## src/rvm_params.svh

```systemverilog
/*
 * rvm_params.svh: register offsets, field positions, reset values and
 * codes of the regulator voltage monitor.
 * assumes: included by its bare name from design files.
 */
`ifndef RVM_PARAMS_SVH
`define RVM_PARAMS_SVH

// register offsets (9-bit register space)
`define RVM_OFS_CONFIG      9'h114
`define RVM_OFS_EN_LIN_A    9'h115
`define RVM_OFS_EN_LIN_B    9'h116
`define RVM_OFS_EN_SW       9'h117
`define RVM_OFS_IDX_CH8_CH9 9'h11e
`define RVM_OFS_IDX_CH10    9'h11f

// reset values
`define RVM_RST_CONFIG      8'h00
`define RVM_RST_EN_LIN_A    8'h00
`define RVM_RST_EN_LIN_B    8'h00
`define RVM_RST_EN_SW       8'h00
`define RVM_RST_IDX         3'h0

// writable bits of the enable registers
`define RVM_MASK_EN_LIN_A   8'hc4
`define RVM_MASK_EN_LIN_B   8'h05
`define RVM_MASK_EN_SW      8'hfc

// config fields
`define RVM_DELAY_HI        7
`define RVM_DELAY_LO        6
`define RVM_OPER_HI         5
`define RVM_OPER_LO         4
`define RVM_DEB_BIT         3
`define RVM_RESET_EN_BIT    2
`define RVM_THRES_HI        1
`define RVM_THRES_LO        0

// enable bit positions
`define RVM_BIT_LIN_8       7
`define RVM_BIT_LIN_7       6
`define RVM_BIT_LIN_3       2
`define RVM_BIT_LIN_11      2
`define RVM_BIT_LIN_9       0
`define RVM_BIT_SW_CORE1    2

// measurements to skip after enable, per delay code
`define RVM_SKIP_0          3'h0
`define RVM_SKIP_1          3'h1
`define RVM_SKIP_2          3'h2
`define RVM_SKIP_3          3'h4

// threshold: limit = target >> (base + code)
`define RVM_THRES_SHIFT     3'h2

// converter channel codes
`define RVM_CH8             2'h0
`define RVM_CH9             2'h1
`define RVM_CH10            2'h2

// index codes
`define RVM_IDX_NONE        3'h0
`define RVM_IDX8_CORE1      3'h1
`define RVM_IDX8_CORE2      3'h2
`define RVM_IDX8_PRO        3'h3
`define RVM_IDX8_LIN3       3'h4
`define RVM_IDX8_LIN11      3'h6
`define RVM_IDX9_IO         3'h1
`define RVM_IDX9_MEM        3'h2
`define RVM_IDX9_PERI       3'h3
`define RVM_IDX10_LIN7      3'h2
`define RVM_IDX10_LIN8      3'h3
`define RVM_IDX10_LIN9      3'h4

// rail numbering
`define RVM_RAIL_CORE1      4'h0
`define RVM_RAIL_CORE2      4'h1
`define RVM_RAIL_PRO        4'h2
`define RVM_RAIL_IO         4'h3
`define RVM_RAIL_MEM        4'h4
`define RVM_RAIL_PERI       4'h5
`define RVM_RAIL_LIN3       4'h6
`define RVM_RAIL_LIN7       4'h7
`define RVM_RAIL_LIN8       4'h8
`define RVM_RAIL_LIN9       4'h9
`define RVM_RAIL_LIN11      4'ha
`define RVM_RAIL_NONE       4'hf
`define RVM_NUM_RAILS       11

`endif

```

## src/rvm_pkg.sv

```systemverilog
/*
 * rvm_pkg.sv: types of the regulator voltage monitor.
 * assumes: rvm_params.svh sits in the same folder.
 */
package rvm_pkg;
    typedef enum logic [1:0] {
        RVM_OPER_LOCKOUT = 2'b00,
        RVM_OPER_NORMAL  = 2'b01,
        RVM_OPER_BURST   = 2'b10,
        RVM_OPER_RSVD    = 2'b11
    } rvm_oper_t;

    typedef logic [3:0] rvm_rail_t;
endpackage

```

## src/rvm_range_check.sv

```systemverilog
/*
 * rvm_range_check.sv: combinational deviation check of one measurement
 * against its target.
 * assumes: value and target share one scale; target above zero.
 */
`timescale 1ns/1ps
`include "rvm_params.svh"

module rvm_range_check
    import rvm_pkg::*;
#(
    parameter int WIDTH = 8
) (
    // measurement
    input  wire logic [WIDTH-1:0] value,
    input  wire logic [WIDTH-1:0] target,
    input  wire logic [1:0]       thres,
    // result
    output logic                  out_of_range
);
    logic [WIDTH-1:0] diff;
    logic [WIDTH-1:0] limit;
    logic [2:0]       shift;

    always_comb begin
        shift = `RVM_THRES_SHIFT + {1'b0, thres};
        diff  = (value >= target) ? (value - target) : (target - value);
        // 25, 12.5, 6.25, 3.125 percent of target
        limit = target >> shift; // [RULE8]
        out_of_range = diff > limit; // [RULE15]
    end
endmodule // rvm_range_check

```

## src/rvm_monitor.sv

```systemverilog
/*
 * rvm_monitor.sv: configuration, enable and index registers of the
 * regulator voltage monitor, with per-rail start delay, debounce and
 * the event, shutdown and reset decisions.
 * assumes: register port driven by the chip's serial interface logic;
 * measurement results arrive as one-cycle strobes from the converter
 * sequencer; event latching and interrupt masking lie outside.
 */
// What this block does
// (RULE1) A two-bit delay field holds comparison off for 0, 1, 2 or 4 measurements after a rail is enabled.
// (RULE2) In lockout operation an out-of-range rail raises the event and interrupt and shuts that rail down; code 11 is reserved.
// (RULE3) In normal auto operation every finished measurement on channels 8, 9 or 10 raises the event and interrupt.
// (RULE4) In burst operation the event and interrupt come once, after the channel 10 slot is processed.
// (RULE5) Bit 3 switches debouncing of monitor results off (0) or on (1).
// (RULE6) With bit 2 set and the event mask bit at 1 an out-of-range result pulls the system reset low.
// (RULE7) Software should set the reset enable only at run time, not in the factory defaults.
// (RULE8) The two-bit threshold picks a deviation of about 25, 12.5, 6.25 or 3.125 percent.
// (RULE9) The first linear enable register watches linear rails 8, 7 and 3 on bits 7, 6 and 2.
// (RULE10) The second linear enable register watches linear rails 11 and 9 on bits 2 and 0.
// (RULE11) The switcher enable register watches six switchers on bits 7 down to 2.
// (RULE12) A read-only field in bits 6:4 names the rail of the latest channel 9 measurement.
// (RULE13) A read-only field in bits 2:0 names the rail of the latest channel 8 measurement.
// (RULE14) A separate read-only register names the rail of the latest channel 10 measurement.
// (RULE15) A watched rail is out of range when it deviates from target beyond the threshold.
// (RULE16) Each index field updates when a measurement completes on its channel.
`timescale 1ns/1ps
`include "rvm_params.svh"

module rvm_monitor
    import rvm_pkg::*;
#(
    parameter int WIDTH = 8
) (
    // clock and reset
    input  wire logic             core_clk,
    input  wire logic             sys_rst,
    // register port
    input  wire logic [8:0]       reg_addr,
    input  wire logic             reg_wr,
    input  wire logic             reg_rd,
    input  wire logic [7:0]       reg_wdata,
    output logic      [7:0]       reg_rdata,
    // measurement strobe from the sequencer
    input  wire logic             meas_valid,
    input  wire logic [1:0]       meas_channel,
    input  wire logic [2:0]       meas_index,
    input  wire logic [WIDTH-1:0] meas_value,
    input  wire logic [WIDTH-1:0] meas_target,
    // regulator state and event mask
    input  wire logic [10:0]      rail_on,
    input  wire logic             rail_range_event_mask,
    // results
    output logic                  rail_range_event,
    output logic                  interrupt_request_n,
    output logic      [10:0]      rail_shutdown,
    output logic                  system_reset_out_n
);
    localparam int NR = `RVM_NUM_RAILS;

    logic [7:0]  monitor_config;
    logic [7:0]  monitor_enable_linear_a;
    logic [7:0]  monitor_enable_linear_b;
    logic [7:0]  monitor_enable_switchers;
    logic [2:0]  ch8_last_rail;
    logic [2:0]  ch9_last_rail;
    logic [2:0]  ch10_last_rail;
    logic [7:0]  next_monitor_config;
    logic [7:0]  next_monitor_enable_linear_a;
    logic [7:0]  next_monitor_enable_linear_b;
    logic [7:0]  next_monitor_enable_switchers;
    logic [2:0]  next_ch8_last_rail;
    logic [2:0]  next_ch9_last_rail;
    logic [2:0]  next_ch10_last_rail;
    logic [7:0]  next_reg_rdata;

    logic                  next_rail_range_event;
    logic [10:0]           next_rail_shutdown;
    logic                  next_reset_n;

    rvm_oper_t   oper;
    logic [2:0]  skip_need;
    logic        debounce_on;
    logic [10:0] watch;
    rvm_rail_t   meas_rail;
    logic        raw_oor;
    // one bit per rail, each driven from its own generate slice
    wire  [10:0] fault;

    // map channel and index code onto the rail number
    function automatic rvm_rail_t rail_of(input logic [1:0] ch,
                                          input logic [2:0] idx);
        rvm_rail_t r;
        r = `RVM_RAIL_NONE;
        case (ch)
            `RVM_CH8: begin
                case (idx)
                    `RVM_IDX8_CORE1: r = `RVM_RAIL_CORE1;
                    `RVM_IDX8_CORE2: r = `RVM_RAIL_CORE2;
                    `RVM_IDX8_PRO:   r = `RVM_RAIL_PRO;
                    `RVM_IDX8_LIN3:  r = `RVM_RAIL_LIN3;
                    `RVM_IDX8_LIN11: r = `RVM_RAIL_LIN11;
                    default:         r = `RVM_RAIL_NONE;
                endcase
            end
            `RVM_CH9: begin
                case (idx)
                    `RVM_IDX9_IO:   r = `RVM_RAIL_IO;
                    `RVM_IDX9_MEM:  r = `RVM_RAIL_MEM;
                    `RVM_IDX9_PERI: r = `RVM_RAIL_PERI;
                    default:        r = `RVM_RAIL_NONE;
                endcase
            end
            `RVM_CH10: begin
                case (idx)
                    `RVM_IDX10_LIN7: r = `RVM_RAIL_LIN7;
                    `RVM_IDX10_LIN8: r = `RVM_RAIL_LIN8;
                    `RVM_IDX10_LIN9: r = `RVM_RAIL_LIN9;
                    default:         r = `RVM_RAIL_NONE;
                endcase
            end
            default: r = `RVM_RAIL_NONE;
        endcase
        return r;
    endfunction

    // configuration decode
    always_comb begin
        oper = rvm_oper_t'(monitor_config[`RVM_OPER_HI:`RVM_OPER_LO]);
        debounce_on = monitor_config[`RVM_DEB_BIT]; // [RULE5]
        case (monitor_config[`RVM_DELAY_HI:`RVM_DELAY_LO]) // [RULE1]
            2'b00:   skip_need = `RVM_SKIP_0;
            2'b01:   skip_need = `RVM_SKIP_1;
            2'b10:   skip_need = `RVM_SKIP_2;
            2'b11:   skip_need = `RVM_SKIP_3;
            default: skip_need = `RVM_SKIP_0;
        endcase
        watch = '0;
        watch[5:0] = monitor_enable_switchers[7:2]; // [RULE11]
        watch[`RVM_RAIL_LIN3] =
            monitor_enable_linear_a[`RVM_BIT_LIN_3]; // [RULE9]
        watch[`RVM_RAIL_LIN7] =
            monitor_enable_linear_a[`RVM_BIT_LIN_7]; // [RULE9]
        watch[`RVM_RAIL_LIN8] =
            monitor_enable_linear_a[`RVM_BIT_LIN_8]; // [RULE9]
        watch[`RVM_RAIL_LIN9] =
            monitor_enable_linear_b[`RVM_BIT_LIN_9]; // [RULE10]
        watch[`RVM_RAIL_LIN11] =
            monitor_enable_linear_b[`RVM_BIT_LIN_11]; // [RULE10]
        meas_rail = rail_of(meas_channel, meas_index);
    end

    rvm_range_check #(
        .WIDTH        (WIDTH)
    ) u_check (
        .value        (meas_value),
        .target       (meas_target),
        .thres        (monitor_config[`RVM_THRES_HI:`RVM_THRES_LO]),
        .out_of_range (raw_oor)
    );

    // per-rail start delay and debounce
    genvar g;
    generate
        for (g = 0; g < NR; g++) begin : g_rail
            logic [2:0] seen;
            logic       strike;
            logic [2:0] next_seen;
            logic       next_strike;
            logic       armed;
            logic       hit_here;
            logic       fault_here;

            assign fault[g] = fault_here;

            always_comb begin
                armed = seen >= skip_need; // [RULE1]
                hit_here = meas_valid && (meas_rail == rvm_rail_t'(g));
                next_seen = seen;
                next_strike = strike;
                fault_here = 1'b0;
                if (!rail_on[g]) begin
                    next_seen = '0;
                    next_strike = 1'b0;
                end else if (hit_here) begin
                    if (!armed) begin
                        next_seen = seen + 3'h1; // [RULE1]
                    end else if (watch[g] && raw_oor) begin
                        // two results in a row when debouncing
                        fault_here = !debounce_on || strike; // [RULE5]
                        next_strike = 1'b1;
                    end else begin
                        next_strike = 1'b0;
                    end
                end
            end

            always_ff @(posedge core_clk) begin
                if (sys_rst) begin
                    seen <= 3'h0;
                    strike <= 1'b0;
                end else begin
                    seen <= next_seen;
                    strike <= next_strike;
                end
            end
        end
    endgenerate

    // event, shutdown and reset decisions
    always_comb begin
        next_rail_range_event = 1'b0;
        next_rail_shutdown = '0;
        case (oper)
            RVM_OPER_LOCKOUT: begin
                next_rail_range_event = |fault; // [RULE2]
                next_rail_shutdown = fault; // [RULE2]
            end
            RVM_OPER_NORMAL: begin
                next_rail_range_event = meas_valid &&
                    (meas_channel != 2'h3); // [RULE3]
            end
            RVM_OPER_BURST: begin
                next_rail_range_event = meas_valid &&
                    (meas_channel == `RVM_CH10); // [RULE4]
            end
            default: next_rail_range_event = 1'b0;
        endcase
        next_reset_n = !(monitor_config[`RVM_RESET_EN_BIT] &&
            rail_range_event_mask && (|fault)); // [RULE6]
    end

    // register writes and index capture
    always_comb begin
        next_monitor_config = monitor_config;
        next_monitor_enable_linear_a = monitor_enable_linear_a;
        next_monitor_enable_linear_b = monitor_enable_linear_b;
        next_monitor_enable_switchers = monitor_enable_switchers;
        if (reg_wr) begin
            case (reg_addr)
                `RVM_OFS_CONFIG: next_monitor_config = reg_wdata;
                `RVM_OFS_EN_LIN_A: next_monitor_enable_linear_a =
                    reg_wdata & `RVM_MASK_EN_LIN_A; // [RULE9]
                `RVM_OFS_EN_LIN_B: next_monitor_enable_linear_b =
                    reg_wdata & `RVM_MASK_EN_LIN_B; // [RULE10]
                `RVM_OFS_EN_SW: next_monitor_enable_switchers =
                    reg_wdata & `RVM_MASK_EN_SW; // [RULE11]
                default: ;
            endcase
        end
        next_ch8_last_rail = ch8_last_rail;
        next_ch9_last_rail = ch9_last_rail;
        next_ch10_last_rail = ch10_last_rail;
        if (meas_valid) begin
            case (meas_channel) // [RULE16]
                `RVM_CH8:  next_ch8_last_rail = meas_index; // [RULE13]
                `RVM_CH9:  next_ch9_last_rail = meas_index; // [RULE12]
                `RVM_CH10: next_ch10_last_rail = meas_index; // [RULE14]
                default: ;
            endcase
        end
        next_reg_rdata = 8'h00;
        if (reg_rd) begin
            case (reg_addr)
                `RVM_OFS_CONFIG:   next_reg_rdata = monitor_config;
                `RVM_OFS_EN_LIN_A: next_reg_rdata = monitor_enable_linear_a;
                `RVM_OFS_EN_LIN_B: next_reg_rdata = monitor_enable_linear_b;
                `RVM_OFS_EN_SW:    next_reg_rdata = monitor_enable_switchers;
                `RVM_OFS_IDX_CH8_CH9: next_reg_rdata =
                    {1'b0, ch9_last_rail, 1'b0, ch8_last_rail}; // [RULE12]
                `RVM_OFS_IDX_CH10: next_reg_rdata =
                    {5'h00, ch10_last_rail}; // [RULE14]
                default: next_reg_rdata = 8'h00;
            endcase
        end
    end

    always_ff @(posedge core_clk) begin
        if (sys_rst) begin
            monitor_config <= `RVM_RST_CONFIG;
            monitor_enable_linear_a <= `RVM_RST_EN_LIN_A;
            monitor_enable_linear_b <= `RVM_RST_EN_LIN_B;
            monitor_enable_switchers <= `RVM_RST_EN_SW;
            ch8_last_rail <= `RVM_RST_IDX;
            ch9_last_rail <= `RVM_RST_IDX;
            ch10_last_rail <= `RVM_RST_IDX;
            reg_rdata <= 8'h00;
            rail_range_event <= 1'b0;
            interrupt_request_n <= 1'b1;
            rail_shutdown <= 11'h000;
            system_reset_out_n <= 1'b1;
        end else begin
            monitor_config <= next_monitor_config;
            monitor_enable_linear_a <= next_monitor_enable_linear_a;
            monitor_enable_linear_b <= next_monitor_enable_linear_b;
            monitor_enable_switchers <= next_monitor_enable_switchers;
            ch8_last_rail <= next_ch8_last_rail;
            ch9_last_rail <= next_ch9_last_rail;
            ch10_last_rail <= next_ch10_last_rail;
            reg_rdata <= next_reg_rdata;
            rail_range_event <= next_rail_range_event;
            interrupt_request_n <= !next_rail_range_event; // [RULE2]
            rail_shutdown <= next_rail_shutdown;
            system_reset_out_n <= next_reset_n; // [RULE6]
        end
    end
endmodule // rvm_monitor

```

## config.mk

```make
export PLATFORM = sky130hd
export DESIGN_NAME = rvm_monitor
export DESIGN_NICKNAME = d
export VERILOG_FILES = /design/src/rvm_pkg.sv /design/src/rvm_range_check.sv /design/src/rvm_monitor.sv
export VERILOG_INCLUDE_DIRS = /design/src
export SDC_FILE = /design/constraint.sdc
export NUM_CORES = 1
export LEC_CHECK = 0
export BUFFER_PORTS_ARGS = -buffer_cell sky130_fd_sc_hd__buf_2
export CORE_UTILIZATION = 29
export CTS_BUF_LIST = sky130_fd_sc_hd__clkbuf_4 sky130_fd_sc_hd__clkbuf_8
export CTS_CLUSTER_DIAMETER = 200
export DETAILED_ROUTE_END_ITERATION = 10
export GPL_ROUTABILITY_DRIVEN = 0
export PLACE_DENSITY = 0.48
export SKIP_CTS_REPAIR_TIMING = 1
export SLEW_MARGIN = 0
export SYNTH_ARGS = -nofsm -noshare
export SYNTH_HDL_FRONTEND = slang
export SYNTH_SLANG_ARGS = --single-unit
export TNS_END_PERCENT = 20
```

## constraint.sdc

```tcl
create_clock -name core_clk -period 4.95 [get_ports core_clk]
set_clock_uncertainty 0.1 [all_clocks]
set_input_delay 0.99 -clock core_clk [delete_from_list [all_inputs] [get_ports core_clk]]
set_output_delay 0.99 -clock core_clk [all_outputs]
set_load 0.01 [all_outputs]
```

==> run_results.csv <==
group,metric,value,unit
run_status,status,"finished clean",
finish,area_growth,15.3,%
finish,post-route-util,34.3,%
synthesis,muxShareOfSynthArea,6.68,%
synthesis,yosys_warnings,0,
place,dp_hpwl,12300,um
sta,slew_headroom,50.0,%
grt,grt_usage,15.4,%
worst_setup_path,setup.worst_path.class,"input pin to flip-flop",
synthesis,synth_area,0.00603,mm^2
worst_setup_path,cp-start-kind,"input pin",
synthesis,async_reset_ff_share,0,%
route,dr.pass1.iters,4,
sta,worst-slew-pin-transition,0.750,ns
worst_setup_path,cp.required,5.12,ns
sta,fmax,0.219,GHz
synthesis,synth_edf_count,0,
worst_setup_path,crit_path_max_fanout,18,
finish,drive_above_1_share,16.5,%
grt,grt_antenna_before_repair,2,
clock_network,cts_max_path_buffers,2,
synthesis,synth_top_family_by_area,"simple AND/OR/NAND/NOR gates",
synthesis,yosys_register_bits,94,
floorplanning,chipHeight,146,um
synthesis,synth_nets,831,
sta,hold_viol_final,0,
synthesis,synth_cells,706,
floorplanning,io_pins,77,
min_path,hold_path_class,"flip-flop to flip-flop",
route,wl_per_cell,15.3,um
worst_setup_path,cp-end-kind,"flip-flop",
route,avgViaCountPerCell,4.80,
route,remaining_drc_errors,0,
clock_network,cts-root-buf,"clkbuf_8",
synthesis,synth_top_area_share,31.2,%
grt,overflow,0,
clock_network,clk_pin_slew,0.09,ns
sta,finalSetupViolations,0,
route,drt-total-wl,16100,um
pwr,ir_drop,0.0966,mV
floorplanning,initial_utilization,29.7,%
synthesis,synth_adder_area_share,14.8,%
route,ant_nets,0,
place,portBuffers,76,
floorplanning,dieArea,0.0214,mm^2
synthesis,ys_seq_area_share,31.2,%
floorplanning,die-width,146,um
synthesis,ys_types,74,
finish,nets,903,
synthesis,yosys.area_share.simple,23.2,%
floorplanning,core_area,0.0203,mm^2
worst_setup_path,crit_arrival,4.74,ns
synthesis,synth-compound-area-share,15.2,%
synthesis,yosys-top-cells-area,"dfxtp_1, ha_1, mux2i_1",
sta,timing.final.crit_share,92.3,%
clock_network,cts_sinks,94,
synthesis,ys.flop_type,"dfxtp_1",
sta,min_period,4.57,ns
pwr,p_per_area,232,mW/mm^2
route,drt_iter0_drc,252,
synthesis,avgSynthCellArea,8.54,um^2
clock_network,cts_tree,"built",
floorplanning,rows,52,
grt,grt_pass1_wl,25800,um
clock_network,clk_latency,0.38,ns
clock_network,cts.htree.levels,3,
grt,first_global_vias,4798,
synthesis,synth_xor_area_share,3.92,%
grt,grt_max_degree,39,
synthesis,synth_area_leader_cell,"dfxtp_1",
pwr,power,1.62,mW
flow_run,max_cap_viol_count,0,
sta,rsz0062_at_grt,"no",
clock_network,cts_buffers,9,
pwr,leakagePower,2.77,nW
route,vias,5063,
sta,finalMaxSlewViolations,0,
==> synthesized netlist by cell type (6+ instances only) <==
cell	n
nor3_1	12
nand3_1	25
o211ai_1	10
nand2b_1	21
a21oi_1	38
nor2b_1	22
ha_1	68
nand2_1	57
nor2_1	85
nand3b_1	6
o21ai_0	18
or3_1	7
clkbuf_1	19
mux2i_1	38
xnor2_1	14
xor2_1	13
inv_1	42
dfxtp_1	94
==> power by group <==
group          leakage, nW  internal [mW]  switching [mW]
sequential           0.757          0.758         0.00185
combinational         1.90          0.125           0.162
clock                0.115          0.288           0.282
==> worst paths after layout <==
path	start	cells after the start	slack, ns	end
min	g_rail[8].strike	2	0.38	g_rail[8].strike
max reg2reg	monitor_config[6]	9	1.79	interrupt_request_n
max	meas_value[0]	20	0.38	rail_range_event
min reg2reg	g_rail[8].strike	2	0.38	g_rail[8].strike
==> critical path: stages <==
cell	delay (ns)
buf_2	0.11
inv_1	0.05
ha_1	0.14
inv_1	0.06
fa_1	0.39
a21oi_1	0.18
o21ai_0	0.11
a311oi_1	0.40
buf_4	0.26
mux2_2	0.36
ha_1	0.30
nor2b_1	0.14
o21a_1	0.16
o21a_1	0.16
o21ai_0	0.17
a21oi_1	0.12
a311oi_4	0.25
buf_12	0.20
buf_12	0.13
o31ai_2	0.06
==> cells by family (layout without fill, tap and decap cells) <==
family	count (synthesis)	in the layout
AND/OR/NAND/NOR	277	277
AO/OA/AOI/OAI	127	127
flip-flops	94	94
buffers and inverters	71	148
adder cells (fa/ha/maj)	70	70
multiplexers	40	40
XOR/XNOR	27	27
other	0	1
==> per-stage QoR <==
step           instances  setup WS, ns  hold WS [ns]   TNS, ns  cell area (um^2)
6_report            1054         0.381         0.380         0              6960
5_1_grt             1054         0.108         0.403         0              6960
4_1_cts             1053         0.397         0.379         0              6960
3_5_place_dp        1037      -0.00350         0.365  -0.00350              6740
3_3_place_gp        1037        0.0560         0.371         0              6740
2_1_floorplan        706         0.280         0.346         0              6030
==> placed cells by master, fill, tap and decap left out, types with 13 or more instances in the layout <==
cell and n:
nand2_1 57, xor2_1 13, nand3_1 25, buf_2 76
nor2b_1 22, inv_1 42, ha_1 68, dfxtp_1 94
clkbuf_8 13, mux2i_1 38, o21ai_0 18, nand2b_1 21
a21oi_1 38, nor2_1 85, xnor2_1 14
==> routing by layer <==
metal	vias to the layer above	wire length (um)	global-route usage, %
met4	2	171	4.22
li1	2637	-	-
met3	12	550	2.72
met1	2340	7780	20.2
met5	-	8	0
met2	72	7600	26.0
==> sequential cells by signal (all words and copies together) (netlist names), 6 cells and up <==
signal                    flops
reg_rdata                     8
monitor_enable_switchers      6
rail_shutdown                11
monitor_config                8
g_rail.strike                11
g_rail.seen                  33
==> cell type report <==
cell class              instances  area (um^2)
fillers                      2163        13300
diodes                          1         2.50
inverters                      42          158
multi-input cells             541         3850
flip-flops and latches         94         1880
repair buffers                 90          510
clock inverters                 3         40.0
clock buffers                  13          179
well taps                     270          338
(Power assumes the default switching activity.)
